`config.mk`:
```
export PLATFORM = sky130hd
export DESIGN_NAME = acso_channel
export DESIGN_NICKNAME = d
export VERILOG_FILES = /design/src/acso_pkg.sv /design/src/acso_tick_if.sv /design/src/acso_channel.sv /design/src/acso_period_timer.sv
export SDC_FILE = /design/constraint.sdc
export NUM_CORES = 1
export LEC_CHECK = 0
export BUFFER_PORTS_ARGS = -buffer_cell sky130_fd_sc_hd__buf_2
export CAP_MARGIN = 20
export CORE_MARGIN = 10
export CORE_UTILIZATION = 59
export CTS_BUF_LIST = sky130_fd_sc_hd__clkbuf_16
export CTS_CLUSTER_DIAMETER = 50
export CTS_CLUSTER_SIZE = 20
export DETAILED_ROUTE_END_ITERATION = 16
export GPL_TIMING_DRIVEN = 0
export HOLD_SLACK_MARGIN = 0.15
export PLACE_DENSITY = 0.81
export SYNTH_ARGS = -nofsm -noshare
export SYNTH_HDL_FRONTEND = slang
export SYNTH_HIERARCHICAL = 1
export SYNTH_SLANG_ARGS = --single-unit
```
`constraint.sdc`:
```
create_clock -name SYS_CLK_I -period 6.3 [get_ports SYS_CLK_I]
set_input_delay 0.63 -clock SYS_CLK_I [delete_from_list [all_inputs] [get_ports SYS_CLK_I]]
set_output_delay 0.63 -clock SYS_CLK_I [all_outputs]
set_load 0.02 [all_outputs]
```
`src/acso_pkg.sv`:
```
// Shared constants and types for the audio channel sample output block
package acso_pkg;

  // Register byte offsets on the APB
  localparam logic [7:0] ACSO_CTRL_OFS  = 8'h00;
  localparam logic [7:0] ACSO_LOC_OFS   = 8'h04;
  localparam logic [7:0] ACSO_LEN_OFS   = 8'h08;
  localparam logic [7:0] ACSO_PER_OFS   = 8'h0c;
  localparam logic [7:0] ACSO_VOL_OFS   = 8'h10;
  localparam logic [7:0] ACSO_DAT_OFS   = 8'h14;
  localparam logic [7:0] ACSO_STAT_OFS  = 8'h18;
  localparam logic [7:0] ACSO_MASK_OFS  = 8'h1c;
  localparam logic [7:0] ACSO_STATE_OFS = 8'h20;

  // Control field positions
  localparam int ACSO_CTRL_DMA  = 0;
  localparam int ACSO_CTRL_FILT = 1;

  // Status and mask field positions
  localparam int ACSO_EV_ADDR   = 0;
  localparam int ACSO_EV_WORD   = 1;
  localparam int ACSO_EV_STARVE = 2;
  localparam int ACSO_NEV       = 3;

  // Widths
  localparam int ACSO_PW = 16;

  // Values after reset
  localparam logic [1:0]  ACSO_CTRL_RST = 2'h0;
  localparam logic [15:0] ACSO_LEN_RST  = 16'h0001;
  localparam logic [15:0] ACSO_PER_RST  = 16'h007c;
  localparam logic [6:0]  ACSO_VOL_RST  = 7'h00;

  // Sampling intervals without data before the starvation event is raised
  localparam logic [1:0] ACSO_STARVE_TICKS = 2'h2;

  // Output byte sequencer
  typedef enum logic {PS_EMPTY, PS_LOW_NEXT} acso_play_type;

endpackage

```
`src/acso_tick_if.sv`:
```
// Link between the channel and its sampling period timer
`timescale 1ns/1ns
interface acso_tick_if;
  import acso_pkg::*;
  logic [ACSO_PW-1:0] period;
  logic               run;
  logic               tick;
  modport timer (input period, input run, output tick);
  modport chan  (output period, output run, input tick);
endinterface

```
`src/acso_channel.sv`:
```
// Audio channel sample output: APB registers, DMA fetch, direct writes, DAC feed
`timescale 1ns/1ns

// Operation
// RQ1: single buffer repeats by automatic pointer reload
// RQ2: DMA mode interrupts after data address read
// RQ3: direct mode interrupts per word sent
// RQ4: late direct data holds last sample
// RQ5: processor writes one word at a time
// RQ6: volume and period used in both modes
// RQ7: sample bytes are signed eight-bit values
// RQ8: filter bypass shares the power LED bit
// RQ9: length zero reloads location and length
// RQ10: period counter paces each sample
module acso_channel
  import acso_pkg::*;
#(
  parameter int AW = 24
) (
  // Clock and reset
  input  wire logic               SYS_CLK_I,
  input  wire logic               SYS_RST_I,
  // APB slave
  input  wire logic               APB_PSEL_I,
  input  wire logic               APB_PENABLE_I,
  input  wire logic               APB_PWRITE_I,
  input  wire logic [7:0]         APB_PADDR_I,
  input  wire logic [31:0]        APB_PWDATA_I,
  output logic      [31:0]        APB_PRDATA_O,
  output logic                    APB_PREADY_O,
  output logic                    APB_PSLVERR_O,
  // Sample fetch from memory
  output logic                    DMA_REQ_O,
  output logic      [AW-1:0]      DMA_ADDR_O,
  input  wire logic               DMA_ACK_I,
  input  wire logic [15:0]        DMA_DATA_I,
  // Converter feed
  output logic signed [7:0]       DAC_SAMPLE_O,
  output logic      [6:0]         DAC_VOLUME_O,
  output logic signed [15:0]      DAC_LEVEL_O,
  // Filter bypass, shared with the power LED brightness
  output logic                    FILTER_LED_O,
  // Interrupt
  output logic                    IRQ_O
);

  // Bus phase decode
  logic setup;
  logic acc_wr;
  logic acc_rd;
  assign setup  = APB_PSEL_I && !APB_PENABLE_I;
  assign acc_wr = APB_PSEL_I && APB_PENABLE_I && APB_PWRITE_I;
  assign acc_rd = APB_PSEL_I && APB_PENABLE_I && !APB_PWRITE_I;

  // Register state
  logic [1:0]          ctrl_q, ctrl_d;
  logic [AW-1:0]       loc_q, loc_d;
  logic [15:0]         len_q, len_d;
  logic [15:0]         per_q, per_d;
  logic [6:0]          vol_q, vol_d;
  logic [ACSO_NEV-1:0] stat_q, stat_d;
  logic [ACSO_NEV-1:0] mask_q, mask_d;
  logic [31:0]         prdata_q, prdata_d;
  logic                slverr_q, slverr_d;

  // Channel state
  logic [AW-1:0]       wptr_q, wptr_d;
  logic [15:0]         wlen_q, wlen_d;
  logic [15:0]         pend_q, pend_d;
  logic                pend_full_q, pend_full_d;
  logic [15:0]         word_q, word_d;
  acso_play_type       play_q, play_d;
  logic [7:0]          sample_q, sample_d;
  logic signed [15:0]  level_q, level_d;
  logic [1:0]          idle_q, idle_d;
  logic                req_q, req_d;
  logic                dma_on_q, dma_on_d;
  logic [ACSO_NEV-1:0] ev;

  logic dma_en;
  logic start;
  assign dma_en = ctrl_q[ACSO_CTRL_DMA];
  assign start  = dma_en && !dma_on_q;

  // Sampling period timer
  acso_tick_if tif ();
  assign tif.period = per_q; // RQ6
  assign tif.run    = dma_en || (play_q != PS_EMPTY) || pend_full_q || (idle_q != ACSO_STARVE_TICKS);

  acso_period_timer u_timer (
    .clk_i (SYS_CLK_I),
    .rst_i (SYS_RST_I),
    .tif   (tif)
  );

  // Register file next state; reads are captured in setup, so access has no wait
  always_comb begin
    ctrl_d   = ctrl_q;
    loc_d    = loc_q;
    len_d    = len_q;
    per_d    = per_q;
    vol_d    = vol_q;
    mask_d   = mask_q;
    prdata_d = prdata_q;
    slverr_d = slverr_q;
    if (setup) begin
      slverr_d = 1'b0;
      case (APB_PADDR_I)
        ACSO_CTRL_OFS: begin
          prdata_d = {30'h0, ctrl_q};
        end
        ACSO_LOC_OFS: begin
          prdata_d = 32'(loc_q);
        end
        ACSO_LEN_OFS: begin
          prdata_d = {16'h0, len_q};
        end
        ACSO_PER_OFS: begin
          prdata_d = {16'h0, per_q};
        end
        ACSO_VOL_OFS: begin
          prdata_d = {25'h0, vol_q};
        end
        ACSO_DAT_OFS: begin
          prdata_d = {16'h0, pend_q};
        end
        ACSO_STAT_OFS: begin
          prdata_d = {29'h0, stat_q};
        end
        ACSO_MASK_OFS: begin
          prdata_d = {29'h0, mask_q};
        end
        ACSO_STATE_OFS: begin
          prdata_d = {21'h0, req_q, (play_q == PS_LOW_NEXT), pend_full_q, sample_q};
        end
        default: begin
          prdata_d = 32'h0;
          slverr_d = 1'b1;
        end
      endcase
    end
    if (acc_wr) begin
      case (APB_PADDR_I)
        ACSO_CTRL_OFS: ctrl_d = APB_PWDATA_I[1:0]; // RQ8
        ACSO_LOC_OFS:  loc_d  = APB_PWDATA_I[AW-1:0];
        ACSO_LEN_OFS:  len_d  = APB_PWDATA_I[15:0];
        ACSO_PER_OFS:  per_d  = APB_PWDATA_I[15:0];
        ACSO_VOL_OFS:  vol_d  = APB_PWDATA_I[6:0];
        ACSO_MASK_OFS: mask_d = APB_PWDATA_I[ACSO_NEV-1:0];
        default:       ctrl_d = ctrl_q;
      endcase
    end
    // Only bits already shown to the reader are cleared; a new event wins
    stat_d = stat_q;
    if (acc_rd && APB_PADDR_I == ACSO_STAT_OFS) begin
      stat_d = stat_q & ~prdata_q[ACSO_NEV-1:0];
    end
    stat_d = stat_d | ev;
  end

  // Register file flops
  always_ff @(posedge SYS_CLK_I or posedge SYS_RST_I) begin
    if (SYS_RST_I) begin
      ctrl_q   <= ACSO_CTRL_RST;
      loc_q    <= '0;
      len_q    <= ACSO_LEN_RST;
      per_q    <= ACSO_PER_RST;
      vol_q    <= ACSO_VOL_RST;
      stat_q   <= '0;
      mask_q   <= '0;
      prdata_q <= 32'h0;
      slverr_q <= 1'b0;
    end else begin
      ctrl_q   <= ctrl_d;
      loc_q    <= loc_d;
      len_q    <= len_d;
      per_q    <= per_d;
      vol_q    <= vol_d;
      stat_q   <= stat_d;
      mask_q   <= mask_d;
      prdata_q <= prdata_d;
      slverr_q <= slverr_d;
    end
  end

  // Sample path next state: consume on ticks first, then refill from DMA or a write
  always_comb begin
    wptr_d      = wptr_q;
    wlen_d      = wlen_q;
    pend_d      = pend_q;
    pend_full_d = pend_full_q;
    word_d      = word_q;
    play_d      = play_q;
    sample_d    = sample_q;
    idle_d      = idle_q;
    dma_on_d    = dma_en;
    ev          = '0;
    if (tif.tick) begin
      case (play_q)
        PS_LOW_NEXT: begin
          sample_d = word_q[7:0];
          play_d   = PS_EMPTY;
          idle_d   = 2'h0;
          if (!dma_en) begin
            ev[ACSO_EV_WORD] = 1'b1; // RQ3
          end
        end
        PS_EMPTY: begin
          if (pend_full_q) begin
            word_d      = pend_q;
            sample_d    = pend_q[15:8];
            play_d      = PS_LOW_NEXT;
            pend_full_d = 1'b0;
            idle_d      = 2'h0;
          end else if (idle_q != ACSO_STARVE_TICKS) begin
            // Nothing new: the converter keeps the last byte
            idle_d = idle_q + 2'h1; // RQ4
            if (idle_d == ACSO_STARVE_TICKS && !dma_en) begin
              ev[ACSO_EV_STARVE] = 1'b1; // RQ4
            end
          end
        end
        default: begin
          play_d = PS_EMPTY;
        end
      endcase
    end
    if (start) begin
      // Working copies taken, software may now rewrite location and length
      wptr_d             = loc_q;
      wlen_d             = len_q;
      ev[ACSO_EV_ADDR]   = 1'b1; // RQ2
    end else if (req_q && DMA_ACK_I) begin
      pend_d      = DMA_DATA_I;
      pend_full_d = 1'b1;
      if (wlen_q <= 16'h0001) begin
        // Buffer end: restart from the programmed pointers
        wptr_d           = loc_q; // RQ1 RQ9
        wlen_d           = len_q; // RQ9
        ev[ACSO_EV_ADDR] = 1'b1; // RQ2
      end else begin
        wptr_d = wptr_q + AW'(2);
        wlen_d = wlen_q - 16'h0001;
      end
    end
    // Direct mode: each data write supplies one word; ignored while DMA owns the channel
    if (acc_wr && APB_PADDR_I == ACSO_DAT_OFS && !dma_en) begin
      pend_d      = APB_PWDATA_I[15:0]; // RQ5
      pend_full_d = 1'b1;
    end
    // Request stays up, address steady, until the word is taken
    req_d   = dma_en && !pend_full_d;
    // Bytes are two's complement; the product with volume keeps the sign
    level_d = $signed(sample_q) * $signed({1'b0, vol_q}); // RQ6 RQ7
  end

  // Sample path flops
  always_ff @(posedge SYS_CLK_I or posedge SYS_RST_I) begin
    if (SYS_RST_I) begin
      wptr_q      <= '0;
      wlen_q      <= ACSO_LEN_RST;
      pend_q      <= 16'h0000;
      pend_full_q <= 1'b0;
      word_q      <= 16'h0000;
      play_q      <= PS_EMPTY;
      sample_q    <= 8'h00;
      level_q     <= 16'sh0000;
      idle_q      <= ACSO_STARVE_TICKS;
      req_q       <= 1'b0;
      dma_on_q    <= 1'b0;
    end else begin
      wptr_q      <= wptr_d;
      wlen_q      <= wlen_d;
      pend_q      <= pend_d;
      pend_full_q <= pend_full_d;
      word_q      <= word_d;
      play_q      <= play_d;
      sample_q    <= sample_d;
      level_q     <= level_d;
      idle_q      <= idle_d;
      req_q       <= req_d;
      dma_on_q    <= dma_on_d;
    end
  end

  // Outputs
  assign APB_PRDATA_O  = prdata_q;
  assign APB_PREADY_O  = APB_PSEL_I && APB_PENABLE_I;
  assign APB_PSLVERR_O = APB_PSEL_I && APB_PENABLE_I && slverr_q;
  assign DMA_REQ_O     = req_q;
  assign DMA_ADDR_O    = wptr_q;
  assign DAC_SAMPLE_O  = $signed(sample_q); // RQ7
  assign DAC_VOLUME_O  = vol_q; // RQ6
  assign DAC_LEVEL_O   = level_q;
  assign FILTER_LED_O  = ctrl_q[ACSO_CTRL_FILT]; // RQ8
  assign IRQ_O         = |(stat_q & mask_q);
endmodule

```
`src/acso_period_timer.sv`:
```
// Sampling period timer counting system clock ticks
`timescale 1ns/1ns
module acso_period_timer
  import acso_pkg::*;
(
  // Clock and reset
  input wire logic   clk_i,
  input wire logic   rst_i,
  // Channel side
  acso_tick_if.timer tif
);

  logic [ACSO_PW-1:0] cnt_q;
  logic [ACSO_PW-1:0] cnt_d;

  // A period of zero behaves as one so the channel can never stall forever
  assign tif.tick = tif.run && (cnt_q <= ACSO_PW'(1)); // RQ10

  // Next count: reload on expiry or while stopped
  always_comb begin
    cnt_d = cnt_q;
    if (!tif.run || tif.tick) begin
      cnt_d = tif.period; // RQ10
    end else begin
      cnt_d = cnt_q - ACSO_PW'(1);
    end
  end

  // Count register
  always_ff @(posedge clk_i or posedge rst_i) begin
    if (rst_i) begin
      cnt_q <= ACSO_PER_RST;
    end else begin
      cnt_q <= cnt_d;
    end
  end
endmodule

```
==> run summary <==
remaining routing DRC violations -> 0
clk_lat worst skew -> 550 ps
worst min-delay path class -> primary input to flip-flop
Fillers -> 1,534
clock period minus final worst setup slack -> 4690 ps
detail-routed net length per standard cell -> 21.2 um
count of cells along the worst hold path -> 2
# Post-CTS Setup Buffers -> 0
post-layout power -> 3.56 mW
worst setup slack for register-to-register paths -> 1610 ps
worst-case vdd ir drop -> 0.212 mV
worst slew slack as a fraction of its limit -> 0.408
Clock Tree Root -> clkbuf_16
Bufs and invs on worst path -> 6
leakage dissipation -> 6.87 nW
CP endpoint kind -> flip-flop
HPWL reported at the end of detailed placement -> 26,100 um
critical-path cell list -> clkbuf_1 > nand2_1 > inv_1 > fa_1 > inv_1 > fa_1 > inv_1 > fa_1 > inv_1 > fa_1 > inv_1 > ha_1 > a21o_1 > a21o_1 > a21oi_1 > o31ai_1 > xor2_1
Critical path destination -> DAC_LEVEL_O[14]
final number of setup-violating endpoints -> 0
placeable core region -> 20,200 um^2
Post-Synthesis Mean Instance Area -> 10.3 um^2
clock slew at the register clock pins of the worst setup and hold paths -> 70 ps
R2R depth -> 17
fraction of final layout cells with drive strength greater than 1 -> 0.239
most frequent cell on the critical path -> inv_1
final hold violation count -> 0
Die Area -> 26,700 um^2
Detailed Route WL -> 34,700 um
horizontal die dimension -> 163 um
placed cell count -> 1,596
filler-free cell count of the finished design -> 1,639
number of enable flip-flop cells after synthesis -> 0
part of the cycle the worst path needs -> 0.744
initial core utilization -> 0.599
origin of the worst setup path -> DAC_VOLUME_O[2]
Worst-Margin Slew -> 866 ps
highest fanout seen on the critical path -> 10
total iterations of the first detailed-routing run -> 7
maximum level of the CTS H-tree -> 1
critical path start-end classification -> flip-flop to flip-flop
proportion of synthesized chip area in sequential cells -> 0.427
Most used DFF post-synth -> dfrtp_1
combined global-route utilization of all metal layers -> 0.257
final net count -> 1,499
global-route wire length before repair -> 54,500 um
clock tree from TritonCTS -> done
TritonCTS Buffers -> 22
Fmax achieved -> 0.213 GHz
worst flop-to-flop path endpoint -> DAC_LEVEL_O[14]
count of buffers inserted at the top-level ports -> 137
longest individual stage delay on the worst path -> 570 ps
Layout Skew -> 50.1 ps
y dimension of the die -> 163 um
gate count of the mapped netlist -> 1,181
Worst path depth -> 17
share of synthesized registers carrying an async set or reset -> 1.00
pin count of the biggest net entering global routing -> 126
Yosys cell types -> 76
Starting DRT DRC Count -> 981
vias -> 9,962
synthesized flop and latch total -> 206
cell family with most CP delay -> adder cells
result of the run -> completed
Yosys Warn Count -> 6
Area Overhead vs Synth -> 15.2%
Row Count -> 52
startpoint of the worst-slack reg-to-reg timing path -> DAC_VOLUME_O[2]
via count of the first global-routing pass -> 9,953
antenna violations before repair -> 1
gr ovfl total -> 0
nature of the critical path startpoint -> flip-flop
IO Count -> 154
maximum count of clock buffers along a single path -> 3
Antenna Violating Nets Remaining -> 0
sinks on the clock net -> 206
Final Max Slew Viols -> 0
Syn Std Cell Area -> 12,100 um^2
number of vias per cell -> 6.08
endpoint arrival time on the critical path -> 5070 ps
Placer Congestion -> 0.960
Max Cap Viol -> 0
highest-delay cell along the critical path -> fa_1
Data required, critical path -> 6680 ps
TNS Setup -> 0 ps
power density over the cells -> 255 nW/um^2
setup repair after global routing missed its margin -> false
kinds of logic (layout without fill, tap and decap cells):
group / after synthesis / in the layout / synth area share
XOR/XNOR: 35 / 35 / 0.0253
AO/OA/AOI/OAI: 258 / 258 / 0.138
buffers and inverters: 164 / 343 / 0.0578
other: 1 / 10 / 0.000309
adder cells (fa/ha/maj): 86 / 86 / 0.117
flip-flops: 206 / 206 / 0.427
multiplexers: 102 / 102 / 0.0927
AND/OR/NAND/NOR: 329 / 329 / 0.142
timing repair:
action | CTS | global route
setup endpoints to repair | 0 | 0
hold buffers | 1 | 0
gates resized for setup | 0 | 0
hold endpoints to repair | 17 | 0
cells in the final DEF (no fill, tap or decap), drive strengths merged, types with 24 or more instances in the layout:
master,netlist,final
nand3,25,25
o21ai,99,99
buf,35,173
fa,46,46
mux2,82,82
a22o,26,26
nand2,119,119
inv,106,116
a21oi,46,46
and2,49,49
nor2,41,41
dfrtp,193,193
ha,40,40
clkbuf,23,45
nor3,33,33
xnor2,24,24
area by class of cell:
class                           instances  area, um^2  share of cell area
Timing Repair Buffer                  139         723              0.0518
Sequential cell                       206        5170               0.370
Multi-Input combinational cell        818        6280               0.449
Inverter                              106         405              0.0290
Clock buffer                           22         551              0.0394
Tap cell                              270         338              0.0242
Buffer                                 58         303              0.0217
Clock inverter                         18         198              0.0142
Antenna cell                            2        5.00            0.000358
flip-flops by register name (all words and copies together) (netlist names), 16 cells and up:
register       count
pend_q            16
APB_PRDATA_O      24
loc_q             24
DMA_ADDR_O        24
DAC_LEVEL_O       16
u_timer/cnt_q     16
wlen_q            16
per_q             16
len_q             16
worst min path at each step:
stage	to	slack (ps)	from
3_3_place_gp	wlen_q[7]	450	wlen_q[7]
6_report	loc_q[16]	310	APB_PWDATA_I[16]
5_1_grt	loc_q[18]	310	APB_PWDATA_I[18]
4_1_cts	loc_q[21]	300	APB_PWDATA_I[21]
2_1_floorplan	dma_on_q	420	ctrl_q[0]
3_5_place_dp	wlen_q[7]	460	wlen_q[7]
metal layers:
layer  global-route usage  vias up  routed length (um)
met5                    0        -                   0
met4               0.0852        0                1230
met3               0.0549       84                3190
met2                0.411      480               16000
met1                0.343     4934               14200
li1                     -     4464                   -
synth_stat cells, drive strengths merged (6+ instances only):
| library cell | n | area share |
|---|---|---|
| a21o | 13 | 0.0081 |
| nor3 | 33 | 0.015 |
| buf | 35 | 0.018 |
| dfrtp | 193 | 0.40 |
| inv | 106 | 0.033 |
| a221oi | 8 | 0.0058 |
| nor2 | 41 | 0.013 |
| ha | 40 | 0.041 |
| xor2 | 11 | 0.0079 |
| nor4 | 12 | 0.0099 |
| nand2b | 6 | 0.0031 |
| fa | 46 | 0.076 |
| mux2 | 82 | 0.076 |
| and2 | 49 | 0.025 |
| o21ai | 99 | 0.043 |
| nand2 | 119 | 0.038 |
| clkbuf | 23 | 0.0071 |
| xnor2 | 24 | 0.017 |
| nand3 | 25 | 0.010 |
| and3 | 9 | 0.0047 |
| nor2b | 6 | 0.0031 |
| a21oi | 46 | 0.019 |
| a22oi | 13 | 0.0081 |
| dfstp | 13 | 0.028 |
| mux2i | 20 | 0.017 |
| a22o | 26 | 0.019 |
| o22ai | 9 | 0.0052 |
| nand4 | 9 | 0.0059 |
through the flow:
stage	utilization	hold slack (ps)	setup WS, ps	instance area, um^2
3_5_place_dp	0.653	462	1640	13200
3_3_place_gp	0.651	452	-1570	13200
2_1_floorplan	-	422	513	12100
5_1_grt	0.690	309	1300	14000
4_1_cts	0.690	301	1590	14000
6_report	0.690	310	1610	14000
where the power goes:
group	internal, mW	switching [mW]	leakage [nW]
clock	0.683	0.625	0.361
combinational	0.247	0.386	3.76
sequential	1.45	0.175	2.74
(Power assumes the default switching activity.)
